$ cat src/io_port_regs.svh
// Purpose : register map, field positions and reset values of the byte-wide i/o port
// Assumes : 8-bit processor i/o bus with 8-bit addresses
// Notes   : definitions only
`ifndef IO_PORT_REGS_SVH
`define IO_PORT_REGS_SVH

// =====================================================================
// register offsets
`define PIN_DATA_ADDR        8'h38
`define XFER_CLK_SEL_ADDR    8'h3c
`define ALT_FUNC_SEL_ADDR    8'h3d
`define OPEN_DRAIN_SEL_ADDR  8'h3e
`define DIRECTION_SEL_ADDR   8'h3f

// =====================================================================
// field positions and reset values
`define XFER_LO_LSB          0
`define XFER_HI_LSB          4
`define DIRECTION_RESET      8'h00
`define XFER_SEL_RESET       2'h0
`define BYTE_RESET           8'h00
`define SCLK_SECOND_BIT      0
`define SCLK_FIRST_BIT       1
`define PWM_LSB              4

`endif

$ cat src/io_port_pkg.sv
// Purpose : shared types of the byte-wide i/o port
// Assumes : nothing beyond the register header
// Notes   : types only; numbers live in io_port_regs.svh
package io_port_pkg;

  // =====================================================================
  // transfer clock selection
  typedef enum logic [1:0]
  {
    XFER_HALF_CLK = 2'b00,
    XFER_TMR_A1   = 2'b01,
    XFER_TMR_B1   = 2'b10,
    XFER_TMR_B2   = 2'b11
  } xfer_sel_t;

  // processor i/o bus request
  typedef struct packed
  {
    logic       wr;
    logic       rd;
    logic [7:0] addr;
    logic [7:0] wdata;
  } bus_req_t;

  // alternate output sources
  typedef struct packed
  {
    logic       sclk_first;
    logic       sclk_second;
    logic       sclk_first_int;
    logic       sclk_second_int;
    logic [3:0] pwm;
  } alt_src_t;

  // transfer clock sources
  typedef struct packed
  {
    logic tmr_a1;
    logic tmr_b1;
    logic tmr_b2;
  } tick_src_t;

endpackage : io_port_pkg

$ cat src/nibble_transfer.sv
// Purpose : one nibble of output register, loaded on a rising transfer clock edge
// Assumes : tick sources are synchronous to clock_i
// Notes   : half clock is a free-running divide-by-two toggle kept here
`include "io_port_regs.svh"

module nibble_transfer
  import io_port_pkg::*;
(
  // clock and reset
  input  wire logic                  clock_i,
  input  wire logic                  rstn_i,
  // selection and sources
  input  io_port_pkg::xfer_sel_t     sel_i,
  input  io_port_pkg::tick_src_t     tick_i,
  input  wire logic [3:0]            buf_i,
  // registered nibble
  output logic      [3:0]            out_o
);

  // =====================================================================
  // state
  logic       half_q, half_d;
  logic       src_q, src_d;
  logic [3:0] out_q, out_d;
  logic       src_now;

  // pick selected transfer clock
  always_comb
  begin
    case (sel_i)
      XFER_HALF_CLK: src_now = half_q;
      XFER_TMR_A1:   src_now = tick_i.tmr_a1;
      XFER_TMR_B1:   src_now = tick_i.tmr_b1;
      XFER_TMR_B2:   src_now = tick_i.tmr_b2;
      default:       src_now = half_q;
    endcase
  end

  // next values: copy buffer on rising edge of source
  always_comb
  begin
    half_d = ~half_q;
    src_d  = src_now;
    out_d  = out_q;
    if (src_now && !src_q)
    begin
      out_d = buf_i;
    end
  end

  // registers
  always_ff @(posedge clock_i or negedge rstn_i)
  begin
    if (!rstn_i)
    begin
      half_q <= 1'b0;
      src_q  <= 1'b0;
      out_q  <= 4'h0;
    end
    else
    begin
      half_q <= half_d;
      src_q  <= src_d;
      out_q  <= out_d;
    end
  end

  assign out_o = out_q;

endmodule : nibble_transfer

$ cat src/io_port.sv
// Purpose : eight-bit general-purpose i/o port with alternate output functions
// Assumes : registers reached over the 8-bit processor i/o bus, one cycle per access
// Notes   : pin inputs pass two flip-flops; pad enables are active low
//
// Notes on behaviour
// - a direction bit of 1 makes the line an output, 0 an input.
// - after reset the direction register is all zeros, so every line is an input except a clock pin forced by a serial port on internal clock.
// - an open-drain bit of 1 makes the output drive low only and float otherwise.
// - the open-drain bit matters only while the line is an output.
// - an open-drain bit of 0 makes the output drive both high and low.
// - an alternate-function bit of 0 lets an output pin carry the port data.
// - alternate bit 0 routes the second serial clock to bit 0, bit 1 the first serial clock to bit 1.
// - alternate bits 4 to 7 route modulator outputs 0 to 3 onto bits 4 to 7.
// - a serial port on internal clock forces its clock pin to output.
// - the control register holds lower nibble select at bits 1:0 and upper at bits 5:4.
// - select 00 is half clock, 01 timer a first, 10 timer b first, 11 timer b second.
// - control bits 3:2 and 7:6 are ignored on write.
// - reset clears both select fields, so both nibbles use half clock.
// - reading the data register returns the live pin levels.
// - writing data loads a buffer, each nibble copied out on its transfer clock rising edge.
// - pins 0 to 3 feed the quadrature decoders, even bits q and odd bits i.
`include "io_port_regs.svh"

module io_port
  import io_port_pkg::*;
(
  // clock and reset
  input  wire logic                  clock_i,
  input  wire logic                  rstn_i,
  // processor i/o bus
  input  io_port_pkg::bus_req_t      bus_i,
  output logic      [7:0]            rdata_o,
  // peripheral sources
  input  io_port_pkg::alt_src_t      alt_i,
  input  io_port_pkg::tick_src_t     tick_i,
  // pads
  input  wire logic [7:0]            pin_i,
  output logic      [7:0]            pin_o,
  output logic      [7:0]            pin_oe_n_o,
  // quadrature decoder feeds
  output logic      [1:0]            quad_i_o,
  output logic      [1:0]            quad_q_o
);

  // =====================================================================
  // configuration registers
  logic [7:0] dir_q, dir_d;
  logic [7:0] od_q, od_d;
  logic [7:0] alt_q, alt_d;
  logic [7:0] buf_q, buf_d;
  xfer_sel_t  lo_sel_q, lo_sel_d;
  xfer_sel_t  hi_sel_q, hi_sel_d;
  logic [7:0] rdata_q, rdata_d;

  function automatic logic hit(input bus_req_t r, input logic [7:0] a);
    hit = r.wr && (r.addr == a);
  endfunction : hit

  // register writes; non-select control bits are dropped
  always_comb
  begin
    dir_d    = dir_q;
    od_d     = od_q;
    alt_d    = alt_q;
    buf_d    = buf_q;
    lo_sel_d = lo_sel_q;
    hi_sel_d = hi_sel_q;
    if (hit(bus_i, `DIRECTION_SEL_ADDR))
    begin
      dir_d = bus_i.wdata;
    end
    if (hit(bus_i, `OPEN_DRAIN_SEL_ADDR))
    begin
      od_d = bus_i.wdata;
    end
    if (hit(bus_i, `ALT_FUNC_SEL_ADDR))
    begin
      alt_d = bus_i.wdata;
    end
    if (hit(bus_i, `PIN_DATA_ADDR))
    begin
      buf_d = bus_i.wdata;
    end
    if (hit(bus_i, `XFER_CLK_SEL_ADDR))
    begin
      lo_sel_d = xfer_sel_t'(bus_i.wdata[`XFER_LO_LSB +: 2]);
      hi_sel_d = xfer_sel_t'(bus_i.wdata[`XFER_HI_LSB +: 2]);
    end
  end

  // =====================================================================
  // pin synchroniser
  logic [7:0] sync1_q, sync2_q;

  // read data: live pins only, write-only registers read zero
  always_comb
  begin
    rdata_d = `BYTE_RESET;
    if (bus_i.rd && (bus_i.addr == `PIN_DATA_ADDR))
    begin
      rdata_d = sync2_q;
    end
  end

  always_ff @(posedge clock_i or negedge rstn_i)
  begin
    if (!rstn_i)
    begin
      dir_q    <= `DIRECTION_RESET;
      od_q     <= `BYTE_RESET;
      alt_q    <= `BYTE_RESET;
      buf_q    <= `BYTE_RESET;
      lo_sel_q <= xfer_sel_t'(`XFER_SEL_RESET);
      hi_sel_q <= xfer_sel_t'(`XFER_SEL_RESET);
      rdata_q  <= `BYTE_RESET;
      sync1_q  <= `BYTE_RESET;
      sync2_q  <= `BYTE_RESET;
    end
    else
    begin
      dir_q    <= dir_d;
      od_q     <= od_d;
      alt_q    <= alt_d;
      buf_q    <= buf_d;
      lo_sel_q <= lo_sel_d;
      hi_sel_q <= hi_sel_d;
      rdata_q  <= rdata_d;
      sync1_q  <= pin_i;
      sync2_q  <= sync1_q;
    end
  end

  // =====================================================================
  // output register, one transfer unit per nibble
  logic [7:0] port_out;

  nibble_transfer u_lo
  (
    .clock_i (clock_i),
    .rstn_i  (rstn_i),
    .sel_i   (lo_sel_q),
    .tick_i  (tick_i),
    .buf_i   (buf_q[3:0]),
    .out_o   (port_out[3:0])
  );

  nibble_transfer u_hi
  (
    .clock_i (clock_i),
    .rstn_i  (rstn_i),
    .sel_i   (hi_sel_q),
    .tick_i  (tick_i),
    .buf_i   (buf_q[7:4]),
    .out_o   (port_out[7:4])
  );

  // =====================================================================
  // pad drive; registered so pads come straight from flip-flops
  logic [7:0] pin_q, pin_d;
  logic [7:0] oe_n_q, oe_n_d;
  logic [1:0] qi_q, qi_d, qq_q, qq_d;

  always_comb
  begin
    logic [7:0] eff_dir;
    logic [7:0] level;
    eff_dir = dir_q;
    level   = port_out;
    // internal serial clock forces its pin to output
    if (alt_i.sclk_second_int)
    begin
      eff_dir[`SCLK_SECOND_BIT] = 1'b1;
    end
    if (alt_i.sclk_first_int)
    begin
      eff_dir[`SCLK_FIRST_BIT] = 1'b1;
    end
    // alternate sources replace port data only, never the direction
    if (alt_q[`SCLK_SECOND_BIT])
    begin
      level[`SCLK_SECOND_BIT] = alt_i.sclk_second;
    end
    if (alt_q[`SCLK_FIRST_BIT])
    begin
      level[`SCLK_FIRST_BIT] = alt_i.sclk_first;
    end
    for (int b = 0; b < 4; b++)
    begin
      if (alt_q[`PWM_LSB + b])
      begin
        level[`PWM_LSB + b] = alt_i.pwm[b];
      end
    end
    for (int b = 0; b < 8; b++)
    begin
      pin_d[b] = od_q[b] ? 1'b0 : level[b];
      // open drain enables only for a low; input bits ignore od
      oe_n_d[b] = !(eff_dir[b] && (!od_q[b] || !level[b]));
    end
    // even pins q, odd pins i
    qq_d = {sync2_q[2], sync2_q[0]};
    qi_d = {sync2_q[3], sync2_q[1]};
  end

  always_ff @(posedge clock_i or negedge rstn_i)
  begin
    if (!rstn_i)
    begin
      pin_q  <= `BYTE_RESET;
      oe_n_q <= 8'hff;
      qi_q   <= 2'h0;
      qq_q   <= 2'h0;
    end
    else
    begin
      pin_q  <= pin_d;
      oe_n_q <= oe_n_d;
      qi_q   <= qi_d;
      qq_q   <= qq_d;
    end
  end

  assign rdata_o    = rdata_q;
  assign pin_o      = pin_q;
  assign pin_oe_n_o = oe_n_q;
  assign quad_i_o   = qi_q;
  assign quad_q_o   = qq_q;

endmodule : io_port

$ cat config.mk
export PLATFORM = sky130hd
export DESIGN_NAME = io_port
export DESIGN_NICKNAME = d
export VERILOG_FILES = /design/src/io_port_pkg.sv /design/src/nibble_transfer.sv /design/src/io_port.sv
export VERILOG_INCLUDE_DIRS = /design/src /design/src/src
export SDC_FILE = /design/constraint.sdc
export NUM_CORES = 1
export LEC_CHECK = 0
export ABC_AREA = 0
export BUFFER_PORTS_ARGS = -buffer_cell sky130_fd_sc_hd__buf_4
export CAP_MARGIN = 20
export CORE_MARGIN = 10
export CORE_UTILIZATION = 40
export CTS_CLUSTER_DIAMETER = 50
export DETAILED_ROUTE_END_ITERATION = 10
export GPL_TIMING_DRIVEN = 0
export PLACE_DENSITY = 0.63
export SYNTH_ARGS = -nofsm -noshare
export SYNTH_HDL_FRONTEND = slang
export SYNTH_SLANG_ARGS = --single-unit
export TNS_END_PERCENT = 1
$ cat constraint.sdc
create_clock -name clock_i -period 5 [get_ports clock_i]
set_clock_uncertainty 0.15 [all_clocks]
set_input_delay 0 -clock clock_i [delete_from_list [all_inputs] [get_ports clock_i]]
set_output_delay 0 -clock clock_i [all_outputs]
set_load 0.01 [all_outputs]
==> results of run 1 <==
[path summary, 6_finish.rpt]
check,start,end,slack [ns],cells past startpoint
min in group asynchronous,rstn_i,quad_i_o[0]$_DFF_PN0_,0.51,3
min reg2reg,sync1_q[2]$_DFF_PN0_,sync2_q[2]$_DFF_PN0_,0.20,0
max in group asynchronous,rstn_i,pin_oe_n_o[0]$_DFF_PN1_,3.52,4
max,lo_sel_q[1]$_DFFE_PN0P_,u_lo.out_o[0]$_DFFE_PN0P_,3.11,3
max reg2reg,lo_sel_q[1]$_DFFE_PN0P_,u_lo.out_o[0]$_DFFE_PN0P_,3.11,3
min,bus_i[16],rdata_o[7]$_DFF_PN0_,0.07,3
[per-layer routing]
layer  vias to the layer above  track usage
li1                        901            -
met1                       935        0.140
met2                        42        0.176
met3                        10       0.0328
met4                         0       0.0586
met5                         -            0
[cells by family (layout without fill, tap and decap cells)]
group,Yosys count,in the layout,synth area share
flops,90,90,0.707
simple gates,36,36,0.0794
compound gates,8,8,0.0149
buf+inv,9,126,0.0106
mux,54,54,0.188
[placed cells by master (no fill, tap or decap), types with 2 or more instances in the layout]
cell / n
dfrtp_1: 82
mux2_2: 48
o22ai_1: 2
o21ai_0: 4
dfstp_2: 8
clkbuf_8: 9
buf_4: 66
inv_6: 4
nor2b_1: 4
nor2_1: 9
and2_1: 8
inv_1: 9
a22oi_1: 2
dlygate4sd3_1: 34
nand2_1: 5
mux2i_1: 6
[repair_timing]
| action | CTS | global route |
|---|---|---|
| hold buffers | 33 | 1 |
| endpoints found under the hold margin | 138 | 7 |
| resized for setup | 0 | 0 |
[worst max-delay path: stages (launching register included)]
cell and delay [ns]:
dfrtp_1 0.40, mux2_2 0.36, a22oi_1 0.48, mux2_2 0.39
[cell type report]
class                   count  area, um2
well taps                 102        128
flip-flops and latches     90       2260
repair buffers            101        863
multi-input cells          98        902
inverters                   9       33.8
clock buffers               9        124
fillers                   680       3400
clock inverters             7       58.8
[registers in the layout, indices dropped and copies added (netlist names)]
name         flops
lo_sel_q         2
u_lo.src_q       1
quad_q_o         2
od_q             8
rdata_o          8
pin_o            8
u_hi.out_o       4
u_lo.half_q      1
sync2_q          8
hi_sel_q         2
u_hi.src_q       1
quad_i_o         2
u_lo.out_o       4
buf_q            8
pin_oe_n_o       8
u_hi.half_q      1
sync1_q          8
alt_q            6
dir_q            8
[through the flow]
step           setup slack [ns]   util  cell area, um2  total power, mW  hold slack, ns
5_1_grt                    2.97  0.563            4370             1.43          0.0838
4_1_cts                    3.08  0.558            4330             1.38          0.0523
3_5_place_dp               3.08  0.492            3820            0.898         -0.0393
6_report                   3.11  0.563            4370             1.37          0.0688
2_1_floorplan              3.36      -            3200            0.830          -0.446
3_3_place_gp               3.09  0.492            3820            0.894         -0.0405
[power by group through the flow]
stage / sequential (mW) / combinational, mW / clock (mW)
after floorplan: 0.794 / 0.0362 / 0
after CTS: 0.778 / 0.127 / 0.479
final: 0.778 / 0.127 / 0.462
after global routing: 0.782 / 0.141 / 0.508
after detailed placement: 0.792 / 0.106 / 0
after global placement: 0.791 / 0.103 / 0
==> flow_summary_export.csv, run 1 <==
group,metric,value,unit
status,outcome,"complete, no violations",
clock_tree,htree_levels,3,
final_layout,antenna_cells,0,
sta,setup_viol,0,
power_and_ir_drop,switchingPower,0.339,mW
placed_design,hpwl,4280,um
final_layout,syn2layout_area_growth,36.7,%
synthesis,yosys-top-cells-count,"dfrtp_1, mux2_2, inv_1, nor2_1",
floorplanning,core_area,0.00777,mm2
synthesis,synth_top_area_frac,0.642,
routing,vias,1888,
setup_path,worstPathRequired,5.09,ns
routing,via_per_inst,4.54,
clock_tree,clk_latency,0.36,ns
synthesis,ys_ff_latch,90,
setup_path,path_class,"reg2reg",
sta,slew_headroom,0.379,
routing,wl_per_cell,15.3,um
power_and_ir_drop,p_leak,2.12,nW
floorplanning,floorplan.initialDensity,0.412,
power_and_ir_drop,ir_drop,0.140,mV
clock_tree,post-cts-setup-buffers,0,
sta,fmax,0.529,GHz
clock_tree,cts_made_buffers,9,
synthesis,ys_top_cells_by_area,"dfrtp_1, mux2_2, dfstp_2, mux2i_1, and2_1",
synthesis,synthArstFlopShare,1.00,
power_and_ir_drop,p_sw_frac,0.248,
sta,tightest_slew,0.926,ns
synthesis,ys.flop_type,"dfrtp_1",
hold_path,hp-class,"in2reg",
placed_design,place_congestion,0.680,
synthesis,yosys.area.top_type,"dfrtp_1",
global_route,grt_max_degree,91,
floorplanning,rows,32,
routing,drt-initial-drc-count,44,
run,maxCapViolCount,0,
final_layout,instances_no_fill,416,
final_layout,drive_gt1_frac,0.459,
routing,m1WireLength,2770,um
routing,route.met3.wl,352,um
routing,dr_wl_met2,3080,um
power_and_ir_drop,clkPwrFrac,0.338,
floorplanning,die_h,109,um
clock_tree,ctsRootBufferMaster,"clkbuf_8",
setup_path,endpoint_kind,"register",
clock_tree,cts_tree,"built",
global_route,antenna_found_initial,0,
power_and_ir_drop,combPwrFrac,0.093,
floorplanning,die_area,0.0120,mm2
synthesis,synth-edff-count,0,
setup_path,critPathMaxFanout,4,
placed_design,portBuffers,66,
global_route,grt_pass1_vias,2092,
clock_tree,clk_path_buf_depth,2,
routing,final_antenna_net_count,0,
floorplanning,die_x,109,um
power_and_ir_drop,seqPwrFrac,0.569,
synthesis,synth-seq-area-share,0.707,
synthesis,syn_inst,197,
sta,post-route-period-util,0.378,
clock_tree,clkSlewWorstSetupHoldPaths,0.10,ns
routing,drc,0,
power_and_ir_drop,intPower,1.03,mW
sta,finalCriticalPeriod,1.89,ns
clock_tree,cts_sinks,90,
synthesis,avgSynthCellArea,16.2,um2
routing,dr.max_layer_used,"met4",
synthesis,yosysWarningCount,0,
routing,wirelength,6350,um
routing,firstDrtPassIters,4,
final_layout,layout.nets,348,
synthesis,yosys.cell_types.count,22,
global_route,grt_pass1_wl,10400,um
sta,rsz0062_at_grt,"no",
setup_path,critPathArrivalTime,1.98,ns
power_and_ir_drop,pwr_density_cell,313,mW/mm2
sta,hold_viol,0,
synthesis,syn_area,0.00320,mm2
setup_path,startpoint_type,"register",
synthesis,synth.most_common_cell,"dfrtp_1",
floorplanning,io_pins,67,
global_route,grt_overflow_total,0,
sta,final.setup.tns,0,ns
global_route,grt_usage,0.113,
sta,slew_violations,0,
placed_design,place_inst,365,
synthesis,syn_nets,236,
Power figures use the tool's default switching activity.
==> run 2, diff against run 1 <==
- clock period: 5 -> 1.9 ns (I/O delays scaled with it)
==> run 2 against run 1 <==
Via count rose by 1.4%. Maximum frequency increased by 2.8%. Total power grew to 2.6 times the previous value. Routed wire length increased by 0.13%. Critical path type unchanged.
==> flow_summary_export.csv, run 2 (synthesized netlist as in run 1, its figures left out) <==
group,metric,value,unit
sta,tightest_slew,0.785,ns
run,maxCapViolCount,0,
setup_path,path_cells,"mux2_2, mux2_2, dlygate4sd3_1",
setup_path,slowest_delay,0.55,ns
floorplanning,floorplan.initialDensity,0.412,
clock_tree,clk_latency,0.36,ns
routing,final_antenna_net_count,0,
routing,drt-initial-drc-count,43,
placed_design,place_congestion,0.680,
sta,fmax,0.544,GHz
global_route,grt_usage,0.113,
routing,wl_per_cell,15.2,um
clock_tree,cts_made_buffers,9,
sta,fin_ws,0.0609,ns
sta,slew_headroom,0.475,
setup_path,startpoint_type,"register",
clock_tree,ctsRootBufferMaster,"clkbuf_8",
global_route,grt_pass1_wl,10400,um
final_layout,drive_gt1_frac,0.467,
final_layout,multi_input_area,918,um2
final_layout,fillers,676,
routing,wirelength,6350,um
power_and_ir_drop,pwr_density_cell,821,mW/mm2
placed_design,hpwl,4280,um
routing,via_per_inst,4.59,
final_layout,design_area,0.00440,mm2
hold_path,hp-class,"in2reg",
power_and_ir_drop,ir_drop,0.367,mV
sta,setup_viol,0,
setup_path,crit_buf_inv,1,
clock_tree,cts_tree,"built",
global_route,grt_overflow_total,0,
sta,finalCriticalPeriod,1.84,ns
clock_tree,htree_levels,3,
sta,post-route-period-util,0.968,
floorplanning,io_pins,67,
placed_design,dp_worst_setup_slack,-0.0239,ns
global_route,antenna_found_initial,0,
placed_design,portBuffers,66,
placed_design,place_area,0.00382,mm2
setup_path,critPathMaxFanout,3,
setup_path,critPathSlowestCell,"dlygate4sd3_1",
setup_path,path_class,"reg2reg",
routing,vias,1914,
setup_path,cpMostUsedCell,"mux2_2",
sta,hold_viol,0,
final_layout,layout.nets,349,
clock_tree,clkSlewWorstSetupHoldPaths,0.09,ns
power_and_ir_drop,p_leak,2.14,nW
sta,whs,0.0586,ns
global_route,grt_max_degree,91,
floorplanning,die_area,0.0120,mm2
sta,slew_violations,0,
sta,rsz0062_at_grt,"no",
routing,firstDrtPassIters,4,
final_layout,layout_common_cells,"dfrtp_1, buf_4, mux2_2",
routing,drc,0,
final_layout,antenna_cells,0,
final_layout,syn2layout_area_growth,37.4,%
status,outcome,"complete, no violations",
setup_path,critPathArrivalTime,1.93,ns
final_layout,layout.cells.most_common,"dfrtp_1",
floorplanning,core_area,0.00777,mm2
clock_tree,clk_path_buf_depth,2,
floorplanning,die_h,109,um
clock_tree,cts_sinks,90,
setup_path,crit_family,"multiplexers",
setup_path,worstPathRequired,1.99,ns
setup_path,endpoint_kind,"register",
floorplanning,die_x,109,um
floorplanning,rows,32,
global_route,grt_pass1_vias,2099,
final_layout,seqCellArea,0.00226,mm2
run 2: area by class of cell:
cell class,count,area share
clock buffer,9,0.0282
clock inverter,7,0.0134
inverter,9,0.00769
multi-input combinational,98,0.209
sequential,90,0.515
tap,102,0.0290
timing repair buffer,102,0.198
run 2: path summary, 6_finish.rpt:
| path | from | endpoint | slack (ns) | cells after the start |
|---|---|---|---|---|
| setup / recovery | lo_sel_q[1]$_DFFE_PN0P_ | u_lo.src_q$_DFF_PN0_ | 0.06 | 3 |
| hold / removal | bus_i[17] | buf_q[2]$_DFFE_PN0P_ | 0.06 | 4 |
| setup reg to reg | lo_sel_q[1]$_DFFE_PN0P_ | u_lo.src_q$_DFF_PN0_ | 0.06 | 3 |
| hold reg to reg | sync1_q[2]$_DFF_PN0_ | sync2_q[2]$_DFF_PN0_ | 0.20 | 0 |
| max in group asynchronous | rstn_i | pin_oe_n_o[0]$_DFF_PN1_ | 0.42 | 4 |
| min in group asynchronous | rstn_i | quad_i_o[0]$_DFF_PN0_ | 0.51 | 3 |
run 2: power by group:
part | switching, mW | leakage [nW] | internal (mW) | total, mW
registers | 0.0390 | 1.17 | 2.01 | 2.05
logic | 0.140 | 0.881 | 0.198 | 0.339
clock network | 0.721 | 0.0929 | 0.501 | 1.22
run 2: layer usage:
metal  vias to the layer above  GRT usage  part of all wire  wire length [um]
met1                       951      0.140              0.43              2730
met3                         9     0.0328             0.058               366
met4                         0     0.0586             0.022               137
met5                         -          0                 0                 0
li1                        907          -                 -                 -
met2                        47      0.177              0.49              3120
run 2: repair_timing:
| action | 4_1_cts | 5_1_grt |
|---|---|---|
| hold buffers | 33 | 1 |
| hold endpoints to repair | 138 | 7 |
| setup endpoints to repair | 4 | 20 |
| setup buffers | 0 | 1 |
| pin swaps | 0 | 1 |
| gates cloned | 0 | 0 |
| resized for setup | 1 | 2 |
run 2: stage by stage:
step           setup TNS, ns  total power, mW  instances   util
2_1_floorplan              0             2.18        197      -
3_3_place_gp         -0.0477             2.35        365  0.492
3_5_place_dp          -0.191             2.36        365  0.492
4_1_cts                    0             3.64        414  0.559
5_1_grt                    0             3.77        417  0.566
6_report                   0             3.61        417  0.566
run 2: worst min-delay path, delay by kind of cell:
| family | cells | cell delay [ns] |
|---|---|---|
| buffers and inverters | 2 | 0.29 |
| muxes | 1 | 0.16 |
| and+or+nand+nor | 1 | 0.08 |
